===== src/hw/dac_trigger_regs.svh =====
// Register offsets, field positions and reset values of the two-channel
// converter control block. Assumes an 8-bit register port with a 3-bit
// word address; every register is one byte wide.
//
// How it works
// - Two channels, each from own 8-bit sample
// - Normal mode: sample write updates output now
// - Real-time mode: output changes only on trigger
// - Timer 1 triggers channel 0, timer 2 channel 1
// - Loaded channel 0 value shows at next trigger
// - Stopped channel drives high-impedance output
// - Output equals reference times code over 256
// - Mode bit 4 selects channel 0 real-time
// - Mode bit 0 enables channel 0 conversion
// - Real-time after reset holds 0 V until trigger
`ifndef DAC_TRIGGER_REGS_SVH
`define DAC_TRIGGER_REGS_SVH

`define ADDR_W 3
`define DATA_W 8
`define QUEUE_DEPTH 8

`define OFS_SAMPLE0 3'h0
`define OFS_SAMPLE1 3'h1
`define OFS_MODE 3'h2
`define OFS_OUT0 3'h3
`define OFS_OUT1 3'h4
`define OFS_QUEUE 3'h5
`define OFS_STATUS 3'h6

`define MODE_EN0_BIT 0
`define MODE_EN1_BIT 1
`define MODE_RT0_BIT 4
`define MODE_RT1_BIT 5
`define MODE_WMASK 8'h33
`define MODE_RST 8'h00
`define SAMPLE_RST 8'h00

`define ST_EMPTY_BIT 0
`define ST_FULL_BIT 1
`define ST_OVF_BIT 2

`endif


===== src/hw/dac_trigger_pkg.sv =====
// Types shared by the converter control block and its channel slices.
// Assumes the register header is on the include path.
`include "dac_trigger_regs.svh"

package dac_trigger_pkg;

    typedef logic [`DATA_W-1:0] code_t;
    typedef logic [`ADDR_W-1:0] addr_t;

    // One register-port request; strobes are one cycle, never both
    typedef struct packed {
        logic wr;
        logic rd;
        addr_t addr;
        code_t wdata;
    } bus_req_s;

    // Per-channel control bits taken from the mode register
    typedef struct packed {
        logic en;
        logic rt;
    } chan_ctrl_s;

    // Whole state of the top module
    typedef struct packed {
        code_t mode;
        code_t sample0;
        code_t sample1;
        code_t rdata;
        logic ovf;
        logic q_ready;
    } top_state_s;

    // Whole state of one channel slice
    typedef struct packed {
        code_t code;
        logic oe;
    } chan_state_s;

endpackage : dac_trigger_pkg


===== src/hw/dac_trigger_control.sv =====
// Two-channel converter control: register port, mode register, sample
// registers, a sample queue for channel 0 and two channel slices.
// Assumes timer match events are one-cycle pulses on this clock and that
// the analog stage outside turns each code and enable into a pin level.
`timescale 1ns/1ps
`include "dac_trigger_regs.svh"

module dac_trigger_control (
    input wire logic clk_i,
    input wire logic rst_b_i,
    input wire dac_trigger_pkg::bus_req_s bus_i,
    output dac_trigger_pkg::code_t rdata_o,
    input wire logic timer1_match_event_i,
    input wire logic timer2_match_event_i,
    output dac_trigger_pkg::code_t analog_out_ch0_o,
    output logic analog_out_ch0_oe_o,
    output dac_trigger_pkg::code_t analog_out_ch1_o,
    output logic analog_out_ch1_oe_o,
    output logic sample_queue_ready_o
);
    import dac_trigger_pkg::*;

    top_state_s st_reg;
    top_state_s st_next;

    chan_ctrl_s ctrl [2];
    logic trig [2];
    logic load [2];
    code_t load_val [2];
    code_t held [2];
    code_t code [2];
    logic oe [2];

    logic wr_sample0;
    logic wr_sample1;
    logic wr_mode;
    logic wr_queue;
    logic wr_status;
    logic q_in_ready;
    logic q_out_valid;
    logic q_pop;
    code_t q_data;

    // Address decode shared by all write strobes; the read path decodes the address in its own case
    function automatic logic hit(input bus_req_s b, input addr_t ofs);
        hit = (b.addr == ofs);
    endfunction : hit

    // Write strobes, one per writable register
    assign wr_sample0 = bus_i.wr && hit(bus_i, `OFS_SAMPLE0);
    assign wr_sample1 = bus_i.wr && hit(bus_i, `OFS_SAMPLE1);
    assign wr_mode = bus_i.wr && hit(bus_i, `OFS_MODE);
    assign wr_queue = bus_i.wr && hit(bus_i, `OFS_QUEUE);
    assign wr_status = bus_i.wr && hit(bus_i, `OFS_STATUS);

    // Queue drains into sample 0 continuously in normal mode, but only on
    // a timer 1 event in real-time mode; there it backs up and fills.
    // A direct write to sample 0 wins the cycle so neither value is lost.
    assign q_pop = q_out_valid && !wr_sample0 &&
        (!st_reg.mode[`MODE_RT0_BIT] || timer1_match_event_i);

    dac_sample_fifo #(
        .WIDTH(`DATA_W),
        .DEPTH(`QUEUE_DEPTH)
    ) u_queue (
        .clk_i(clk_i),
        .rst_b_i(rst_b_i),
        .in_valid_i(wr_queue),
        .in_ready_o(q_in_ready),
        .in_data_i(bus_i.wdata),
        .out_valid_o(q_out_valid),
        .out_ready_i(q_pop),
        .out_data_o(q_data)
    );

    // Channel control from the mode register
    always_comb begin
        ctrl[0].en = st_reg.mode[`MODE_EN0_BIT];
        ctrl[0].rt = st_reg.mode[`MODE_RT0_BIT];
        ctrl[1].en = st_reg.mode[`MODE_EN1_BIT];
        ctrl[1].rt = st_reg.mode[`MODE_RT1_BIT];
    end

    // Each channel has its own trigger timer and sample register
    always_comb begin
        trig[0] = timer1_match_event_i;
        trig[1] = timer2_match_event_i;
        held[0] = st_reg.sample0;
        held[1] = st_reg.sample1;
        load[0] = wr_sample0 || q_pop;
        load[1] = wr_sample1;
        load_val[0] = wr_sample0 ? bus_i.wdata : q_data;
        load_val[1] = bus_i.wdata;
    end

    // Two identical channel slices
    for (genvar i = 0; i < 2; i++) begin : g_chan
        dac_channel u_chan (
            .clk_i(clk_i),
            .rst_b_i(rst_b_i),
            .ctrl_i(ctrl[i]),
            .trigger_i(trig[i]),
            .load_i(load[i]),
            .load_value_i(load_val[i]),
            .held_value_i(held[i]),
            .code_o(code[i]),
            .oe_o(oe[i])
        );
    end

    // Outputs come straight from the slice and state flip-flops
    assign analog_out_ch0_o = code[0];
    assign analog_out_ch0_oe_o = oe[0];
    assign analog_out_ch1_o = code[1];
    assign analog_out_ch1_oe_o = oe[1];
    assign rdata_o = st_reg.rdata;
    assign sample_queue_ready_o = st_reg.q_ready;

    // Register writes, sample staging and read data
    always_comb begin
        st_next = st_reg;
        st_next.rdata = '0;
        st_next.q_ready = q_in_ready;
        if (wr_mode) begin
            // Reserved bits are never stored, so they read back zero
            st_next.mode = bus_i.wdata & `MODE_WMASK;
        end
        if (wr_sample0) begin
            st_next.sample0 = bus_i.wdata;
        end else if (q_pop) begin
            st_next.sample0 = q_data;
        end
        if (wr_sample1) begin
            st_next.sample1 = bus_i.wdata;
        end
        // Overflow clears by writing one; a lost push in the same cycle
        // sets it again
        if (wr_status && bus_i.wdata[`ST_OVF_BIT]) begin
            st_next.ovf = 1'b0;
        end
        if (wr_queue && !q_in_ready) begin
            st_next.ovf = 1'b1;
        end
        // Read data stands for the one cycle after the strobe only
        if (bus_i.rd) begin
            case (bus_i.addr)
                `OFS_SAMPLE0: st_next.rdata = st_reg.sample0;
                `OFS_SAMPLE1: st_next.rdata = st_reg.sample1;
                `OFS_MODE: st_next.rdata = st_reg.mode;
                `OFS_OUT0: st_next.rdata = code[0];
                `OFS_OUT1: st_next.rdata = code[1];
                `OFS_STATUS: begin
                    st_next.rdata[`ST_EMPTY_BIT] = !q_out_valid;
                    st_next.rdata[`ST_FULL_BIT] = !q_in_ready;
                    st_next.rdata[`ST_OVF_BIT] = st_reg.ovf;
                end
                default: st_next.rdata = '0;
            endcase
        end
    end

    // Reset leaves both channels off, normal mode, samples zero
    always_ff @(posedge clk_i or negedge rst_b_i) begin
        if (!rst_b_i) begin
            st_reg.mode <= `MODE_RST;
            st_reg.sample0 <= `SAMPLE_RST;
            st_reg.sample1 <= `SAMPLE_RST;
            st_reg.rdata <= '0;
            st_reg.ovf <= 1'b0;
            st_reg.q_ready <= 1'b0;
        end else begin
            st_reg <= st_next;
        end
    end

    // Normal mode: a sample write appears on the next edge
    a_normal_write: assert property (
        @(posedge clk_i) disable iff (!rst_b_i)
        (wr_sample0 && !st_reg.mode[`MODE_RT0_BIT])
        |=> (analog_out_ch0_o == $past(bus_i.wdata)))
    else $error("ch0 normal write not shown");

    // Real-time mode: no change without a timer 1 event
    a_rt_hold: assert property (
        @(posedge clk_i) disable iff (!rst_b_i)
        (st_reg.mode[`MODE_RT0_BIT] && !timer1_match_event_i)
        |=> $stable(analog_out_ch0_o))
    else $error("ch0 moved without trigger");

    // Timer 1 event shows the sample staged before it
    a_rt_trig_ch0: assert property (
        @(posedge clk_i) disable iff (!rst_b_i)
        (st_reg.mode[`MODE_RT0_BIT] && timer1_match_event_i)
        |=> (analog_out_ch0_o == $past(st_reg.sample0)))
    else $error("ch0 trigger value wrong");

    // Channel 1 follows timer 2, not timer 1
    a_rt_trig_ch1: assert property (
        @(posedge clk_i) disable iff (!rst_b_i)
        (st_reg.mode[`MODE_RT1_BIT] && timer2_match_event_i)
        |=> (analog_out_ch1_o == $past(st_reg.sample1)))
    else $error("ch1 trigger value wrong");

    // Stopped channel 0 releases its pin one edge later
    a_hiz_stopped: assert property (
        @(posedge clk_i) disable iff (!rst_b_i)
        !st_reg.mode[`MODE_EN0_BIT] |=> !analog_out_ch0_oe_o)
    else $error("ch0 driven while stopped");

    // Mode bit 4 written lands in the channel 0 real-time select
    a_mode_rt_sel: assert property (
        @(posedge clk_i) disable iff (!rst_b_i)
        wr_mode |=> (st_reg.mode[`MODE_RT0_BIT] == $past(bus_i.wdata[4]))
            && (st_reg.mode[3:2] == 2'h0) && (st_reg.mode[7:6] == 2'h0))
    else $error("mode write mis-stored");

    // Writing 01h enables channel 0 in normal mode within two edges
    a_enable_normal: assert property (
        @(posedge clk_i) disable iff (!rst_b_i)
        (wr_mode && bus_i.wdata == 8'h01)
        |=> (ctrl[0].en && !ctrl[0].rt) ##1 analog_out_ch0_oe_o)
    else $error("ch0 not enabled by 01h");

    // Real-time from reset: zero stays until the first trigger
    a_zero_until_trig: assert property (
        @(posedge clk_i) disable iff (!rst_b_i)
        (st_reg.mode[`MODE_RT0_BIT] && analog_out_ch0_o == 8'h00 &&
            !timer1_match_event_i) |=> (analog_out_ch0_o == 8'h00))
    else $error("ch0 left zero without trigger");

    // First edge after reset shows a cleared mode and idle outputs
    a_reset_state: assert property (
        @(posedge clk_i)
        $rose(rst_b_i) |-> (st_reg.mode == `MODE_RST) &&
            !analog_out_ch0_oe_o && !analog_out_ch1_oe_o)
    else $error("reset state wrong");

    // Sample register read returns its value one cycle later
    a_sample_read: assert property (
        @(posedge clk_i) disable iff (!rst_b_i)
        (bus_i.rd && bus_i.addr == `OFS_SAMPLE1)
        |=> (rdata_o == $past(st_reg.sample1)))
    else $error("sample 1 readback wrong");

    // Channel 1 stays put between timer 2 events, whatever timer 1 does
    a_rt_hold_ch1: assert property (
        @(posedge clk_i) disable iff (!rst_b_i)
        (st_reg.mode[`MODE_RT1_BIT] && !timer2_match_event_i)
        |=> $stable(analog_out_ch1_o))
    else $error("ch1 moved without trigger");

    // Stopped channel 1 releases its pin one edge later
    a_hiz_stopped_ch1: assert property (
        @(posedge clk_i) disable iff (!rst_b_i)
        !st_reg.mode[`MODE_EN1_BIT] |=> !analog_out_ch1_oe_o)
    else $error("ch1 driven while stopped");

    // Enabled channel 0 drives its pin one edge later
    a_enabled_drive: assert property (
        @(posedge clk_i) disable iff (!rst_b_i)
        st_reg.mode[`MODE_EN0_BIT] |=> analog_out_ch0_oe_o)
    else $error("ch0 not driven while enabled");

    // Normal mode: a channel 1 write appears on the next edge
    a_normal_write_ch1: assert property (
        @(posedge clk_i) disable iff (!rst_b_i)
        (wr_sample1 && !st_reg.mode[`MODE_RT1_BIT])
        |=> (analog_out_ch1_o == $past(bus_i.wdata)))
    else $error("ch1 normal write not shown");

    // Real-time write is staged in the sample register, not lost
    a_rt_stage_write: assert property (
        @(posedge clk_i) disable iff (!rst_b_i)
        (wr_sample0 && st_reg.mode[`MODE_RT0_BIT])
        |=> (st_reg.sample0 == $past(bus_i.wdata)))
    else $error("ch0 staged sample lost");

    // Normal mode: a queued sample popped to channel 0 shows next edge
    a_normal_pop: assert property (
        @(posedge clk_i) disable iff (!rst_b_i)
        (q_pop && !st_reg.mode[`MODE_RT0_BIT])
        |=> (analog_out_ch0_o == $past(q_data)))
    else $error("ch0 queue pop not shown");

    // Output code readback returns the level code one cycle later
    a_out1_readback: assert property (
        @(posedge clk_i) disable iff (!rst_b_i)
        (bus_i.rd && bus_i.addr == `OFS_OUT1)
        |=> (rdata_o == $past(analog_out_ch1_o)))
    else $error("ch1 output readback wrong");

    // Sample register 0 read returns its value one cycle later
    a_sample0_read: assert property (
        @(posedge clk_i) disable iff (!rst_b_i)
        (bus_i.rd && bus_i.addr == `OFS_SAMPLE0)
        |=> (rdata_o == $past(st_reg.sample0)))
    else $error("sample 0 readback wrong");

    // Both codes are zero at the first edge after reset, so 0 V shows
    a_reset_codes: assert property (
        @(posedge clk_i)
        $rose(rst_b_i) |-> (analog_out_ch0_o == 8'h00) &&
            (analog_out_ch1_o == 8'h00))
    else $error("codes not zero after reset");

endmodule : dac_trigger_control


===== src/hw/dac_sample_fifo.sv =====
// Small synchronous FIFO for queued channel 0 samples.
// Assumes one clock; push is ignored while full, pop while empty.
`timescale 1ns/1ps

module dac_sample_fifo #(
    parameter int WIDTH = 8,
    parameter int DEPTH = 8
) (
    input wire logic clk_i,
    input wire logic rst_b_i,
    input wire logic in_valid_i,
    output logic in_ready_o,
    input wire logic [WIDTH-1:0] in_data_i,
    output logic out_valid_o,
    input wire logic out_ready_i,
    output logic [WIDTH-1:0] out_data_o
);
    localparam int AW = $clog2(DEPTH);

    typedef struct packed {
        logic [DEPTH-1:0][WIDTH-1:0] mem;
        logic [AW:0] wptr;
        logic [AW:0] rptr;
    } fifo_state_s;

    fifo_state_s st_reg;
    fifo_state_s st_next;
    logic full;
    logic empty;

    // Extra pointer bit tells full from empty without a counter
    assign full = (st_reg.wptr[AW] != st_reg.rptr[AW]) &&
        (st_reg.wptr[AW-1:0] == st_reg.rptr[AW-1:0]);
    assign empty = (st_reg.wptr == st_reg.rptr);
    assign in_ready_o = !full;
    assign out_valid_o = !empty;
    assign out_data_o = st_reg.mem[st_reg.rptr[AW-1:0]];

    // Pointer and storage update
    always_comb begin
        st_next = st_reg;
        if (in_valid_i && !full) begin
            st_next.mem[st_reg.wptr[AW-1:0]] = in_data_i;
            st_next.wptr = st_reg.wptr + 1'b1;
        end
        if (out_ready_i && !empty) begin
            st_next.rptr = st_reg.rptr + 1'b1;
        end
    end

    always_ff @(posedge clk_i or negedge rst_b_i) begin
        if (!rst_b_i) begin
            st_reg <= '0;
        end else begin
            st_reg <= st_next;
        end
    end

endmodule : dac_sample_fifo


===== src/hw/dac_channel.sv =====
// One converter channel: output code latch and output enable.
// Assumes control, trigger and load come from logic on the same clock.
`timescale 1ns/1ps

module dac_channel (
    input wire logic clk_i,
    input wire logic rst_b_i,
    input wire dac_trigger_pkg::chan_ctrl_s ctrl_i,
    input wire logic trigger_i,
    input wire logic load_i,
    input wire dac_trigger_pkg::code_t load_value_i,
    input wire dac_trigger_pkg::code_t held_value_i,
    output dac_trigger_pkg::code_t code_o,
    output logic oe_o
);
    import dac_trigger_pkg::*;

    chan_state_s st_reg;
    chan_state_s st_next;

    // Code feeds the resistor string: level is reference * code / 256
    assign code_o = st_reg.code;
    assign oe_o = st_reg.oe;

    // Real-time mode ignores loads so a write between triggers is staged
    always_comb begin
        st_next = st_reg;
        st_next.oe = ctrl_i.en;
        if (ctrl_i.rt) begin
            if (trigger_i) begin
                st_next.code = held_value_i;
            end
        end else if (load_i) begin
            st_next.code = load_value_i;
        end
    end

    // Code resets to zero, so early real-time use shows 0 V
    always_ff @(posedge clk_i or negedge rst_b_i) begin
        if (!rst_b_i) begin
            st_reg <= '0;
        end else begin
            st_reg <= st_next;
        end
    end

endmodule : dac_channel


===== config.mk =====
export PLATFORM = sky130hd
export DESIGN_NAME = dac_trigger_control
export DESIGN_NICKNAME = d
export VERILOG_FILES = /design/src/hw/dac_trigger_pkg.sv /design/src/hw/dac_trigger_control.sv /design/src/hw/dac_sample_fifo.sv /design/src/hw/dac_channel.sv
export VERILOG_INCLUDE_DIRS = /design/src /design/src/hw
export SDC_FILE = /design/constraint.sdc
export NUM_CORES = 1
export LEC_CHECK = 0
export ABC_AREA = 1
export BUFFER_PORTS_ARGS = -buffer_cell sky130_fd_sc_hd__buf_2
export CAP_MARGIN = 0
export CELL_PAD_IN_SITES_DETAIL_PLACEMENT = 1
export CELL_PAD_IN_SITES_GLOBAL_PLACEMENT = 1
export CORE_MARGIN = 1.5
export CORE_UTILIZATION = 45
export DETAILED_ROUTE_END_ITERATION = 8
export PLACE_DENSITY = 0.78
export SLEW_MARGIN = 10
export SYNTH_ARGS = -nofsm -noshare
export SYNTH_HDL_FRONTEND = slang
export SYNTH_SLANG_ARGS = --single-unit

===== constraint.sdc =====
create_clock -name clk_i -period 2.2 [get_ports clk_i]
set_clock_uncertainty 0.2 [all_clocks]
set_input_delay 0.44 -clock clk_i [delete_from_list [all_inputs] [get_ports clk_i]]
set_output_delay 0.44 -clock clk_i [all_outputs]
set_load 0.05 [all_outputs]

==> impl_results.md <==
- Pre-CTS setup slack: 60.2 ps
- CTS max path bufs: 2
- Count of nets after finishing: 822
- Global placer's final weighted congestion: 0.895
- Starting density of the core: 0.465
- RSZ-0062 raised after global routing: false
- Placed insts: 955
- Die width: 118 um
- Most frequent standard cell in the layout excluding fill and tap cells: nand2_1
- Std-Cell Rows: 41
- Final Instance Count excl. Fillers: 985
- Most used flip-flop cell after synthesis: dfrtp_1
- Kind of end point of the critical path: flop
- Start point of the worst hold path: bus_i[7]
- Tightest Pin Transition: 557 ps
- Share of final-layout standard cells stronger than drive strength 1: 0.140
- DRC marker count from the first detailed-route iteration: 469
- Most frequent cells in the layout: 278 x nand2_1, 120 x dfrtp_1, 80 x inv_1
- CTS-repair resized insts: 0
- Time the worst path needs with I/O delays and setup: 2160 ps
- Post-synthesis average cell area: 7.88 sq um
- Cell chain of the critical path: inv_4 -> nand2_1 -> nand2_1 -> nor2_4 -> inv_1 -> nor2_1 -> buf_4 -> nand3_1 -> a31oi_1
- Static power due to leakage: 3.51 nW
- CTS clock-pin slew for the worst setup and hold paths: 50 ps
- Root buffer selected by CTS: clkbuf_16
- Worst-skew pair later-pin latency: 420 ps
- Launch instance of the worst register-to-register path: u_queue.st_reg[1]
- Max reg flops: 72
- Critical-path cell with the highest stage delay: dfrtp_1
- WS Path Type: reg2reg
- Relative slew slack: 0.628
- Peak per-stage delay on the critical path: 560 ps
- Largest net degree at the start of global routing: 42
- Post-CTS repair timing setup buffer count: 0
- Most common cell type on the critical path: nand2_1
- Boundary Pins: 44
- Path category of the worst min-delay check: in2reg
- Path depth of the worst reg2reg path: 9
- Async S/R FF share, synth: 1.00
- N_diodes: 0
- CTS tree: yes
- Accumulated negative setup slack: 0 ps
- WL per Instance: 19.7 um
- Distinct cell type count after synthesis: 36
- Data arrival at the endpoint of the critical path: 2240 ps
- Die Outline Area: 0.0138 sq mm
- Kind of cell adding the most delay to the critical path: simple AND/OR/NAND/NOR gates
- Buffers & Inverters on Critical Path: 3
- Final HPWL from detailed placement: 13500 um
- Final ANT Viol Nets: 0
- DR vias/cell: 5.43
- Fin. Hold Viols: 0
- Number of buffers added on ports: 43
- Cell Area, Placed: 0.00633 sq mm
- Worst r2r dst: rdata_o[0]
- Number of maximum-capacitance violations: 0
- Gate count after technology mapping: 751
- Post-Syn Area: 0.00592 sq mm
- Worst slack on hold paths: 86.0 ps
- Final std cell area, no fill: 0.00687 sq mm
- Area of the placeable core: 0.0127 sq mm
- GRT Total Usage: 0.298
- Total power density per cell area: 1540 mW/mm^2
- Area Growth Syn to Fin: 16.2%
- Total power: 10.6 mW
- Register bit count reported by yosys: 120
- Final Routed Wirelength: 19400 um
- Post-layout utilization of the core: 0.540
- Final worst setup slack: 42.6 ps
- Initial antenna violation count: 0
- Post-detailed-route DRC marker count: 0
- Period utilisation layout: 0.981
- Flop-to-flop setup slack: 40 ps
- Seq/Total Area, Yosys: 0.508
- Required @ worst endpoint: 2280 ps
- Global-route wire length before repair: 31800 um
- Die Ht: 118 um
- Total via count in the routed design: 5346
- Vias in the first global route: 5745
- Fmax: 0.464 GHz
- Grt ovf: 0
- Warning count from the yosys run: 0
- Number of detailed-routing iterations run before antenna repair: 5
- Clock sink count: 120
- Cts bufs inserted: 17
- Startpoint Class: flop
- Hold Path Sink: u_queue.st_reg[39]
- Count of final max-slew check failures: 0
- Total number of H-tree levels: 4
- Final-report setup violation count: 0
- Hold depth: 3
- Status: complete, no violations
- Worst voltage drop across the vdd grid: 581 uV
- Synth Net Count: 770
- Number of flops mapped to enable cells by yosys: 0
- Largest fanout on the critical path: 8
worst max path at each step:
stage,start,cells past startpoint,slack (ps),end
after detailed placement,bus_i[8],10,60,g_chan[0].u_chan.code_o[4]
after global placement,bus_i[8],11,200,g_chan[0].u_chan.code_o[7]
after global routing,u_queue.st_reg[1],10,1,g_chan[0].u_chan.code_o[0]
after CTS,u_queue.st_reg[1],9,110,rdata_o[0]
final,u_queue.st_reg[1],9,40,rdata_o[0]
after floorplan,u_queue.st_reg[1],12,430,u_queue.st_reg[47]
cell type report:
| cell class | count | area [sq um] |
|---|---|---|
| clock inverter | 3 | 15.0 |
| timing repair buffer | 66 | 418 |
| fill | 1618 | 5850 |
| clock buffer | 26 | 519 |
| sequential | 120 | 3000 |
| multi-input combinational | 512 | 2370 |
| inverter | 86 | 330 |
| tap | 172 | 215 |
per-layer routing:
layer	up-vias	track usage	routed length (um)
met5	-	0	0
met4	0	0.143	772
met3	50	0.0654	1220
met2	167	0.457	8870
met1	2649	0.403	8500
li1	2480	-	-
synth_stat cells (2+ instances only):
| library cell | number | area [sq um] |
|---|---|---|
| xnor2_1 | 3 | 26.3 |
| a31oi_1 | 7 | 43.8 |
| a221oi_1 | 3 | 26.3 |
| o21ai_0 | 36 | 180 |
| ha_1 | 2 | 25.0 |
| inv_2 | 3 | 11.3 |
| nand4_1 | 2 | 12.5 |
| nand3_4 | 2 | 35.0 |
| dfrtp_1 | 120 | 3000 |
| nand2_2 | 3 | 18.8 |
| nor2_2 | 3 | 18.8 |
| o21ai_1 | 57 | 285 |
| nand2_4 | 4 | 45.0 |
| buf_4 | 9 | 67.6 |
| nor2_1 | 24 | 90.1 |
| a21oi_1 | 11 | 55.1 |
| nand3_1 | 56 | 280 |
| inv_1 | 80 | 300 |
| buf_6 | 6 | 67.6 |
| buf_2 | 7 | 35.0 |
| o22ai_1 | 4 | 25.0 |
| nand2_1 | 278 | 1040 |
| xor2_1 | 4 | 35.0 |
| o211ai_1 | 5 | 37.5 |
| clkbuf_1 | 11 | 41.3 |
cells by family after synthesis:
family,Yosys count,synth area share
AOI/OAI and AO/OA,125,0.113
DFF,120,0.508
adders and majority gates,2,0.00423
and+or+nand+nor,378,0.273
xor gates and xnor gates,7,0.0104
buffers and inverters,119,0.0916
worst register-to-register path: cells and delay by family, from the launching register on:
kind                   cells  cell delay (ps)
AND/OR/NAND/NOR            5              640
AO/OA/AOI/OAI              1              340
buffers and inverters      3              290
flip-flops                 1              560
where the power goes:
group	switching (mW)	internal, mW
registers	0.615	3.05
logic	3.05	1.33
clock network	0.948	1.59
total	4.62	5.97
timing repair:
action,CTS,global route
hold buffers,1,0
setup endpoints to repair,0,0
endpoints found under the hold margin,19,0
Note: power is estimated with default switching activity, not from simulation.
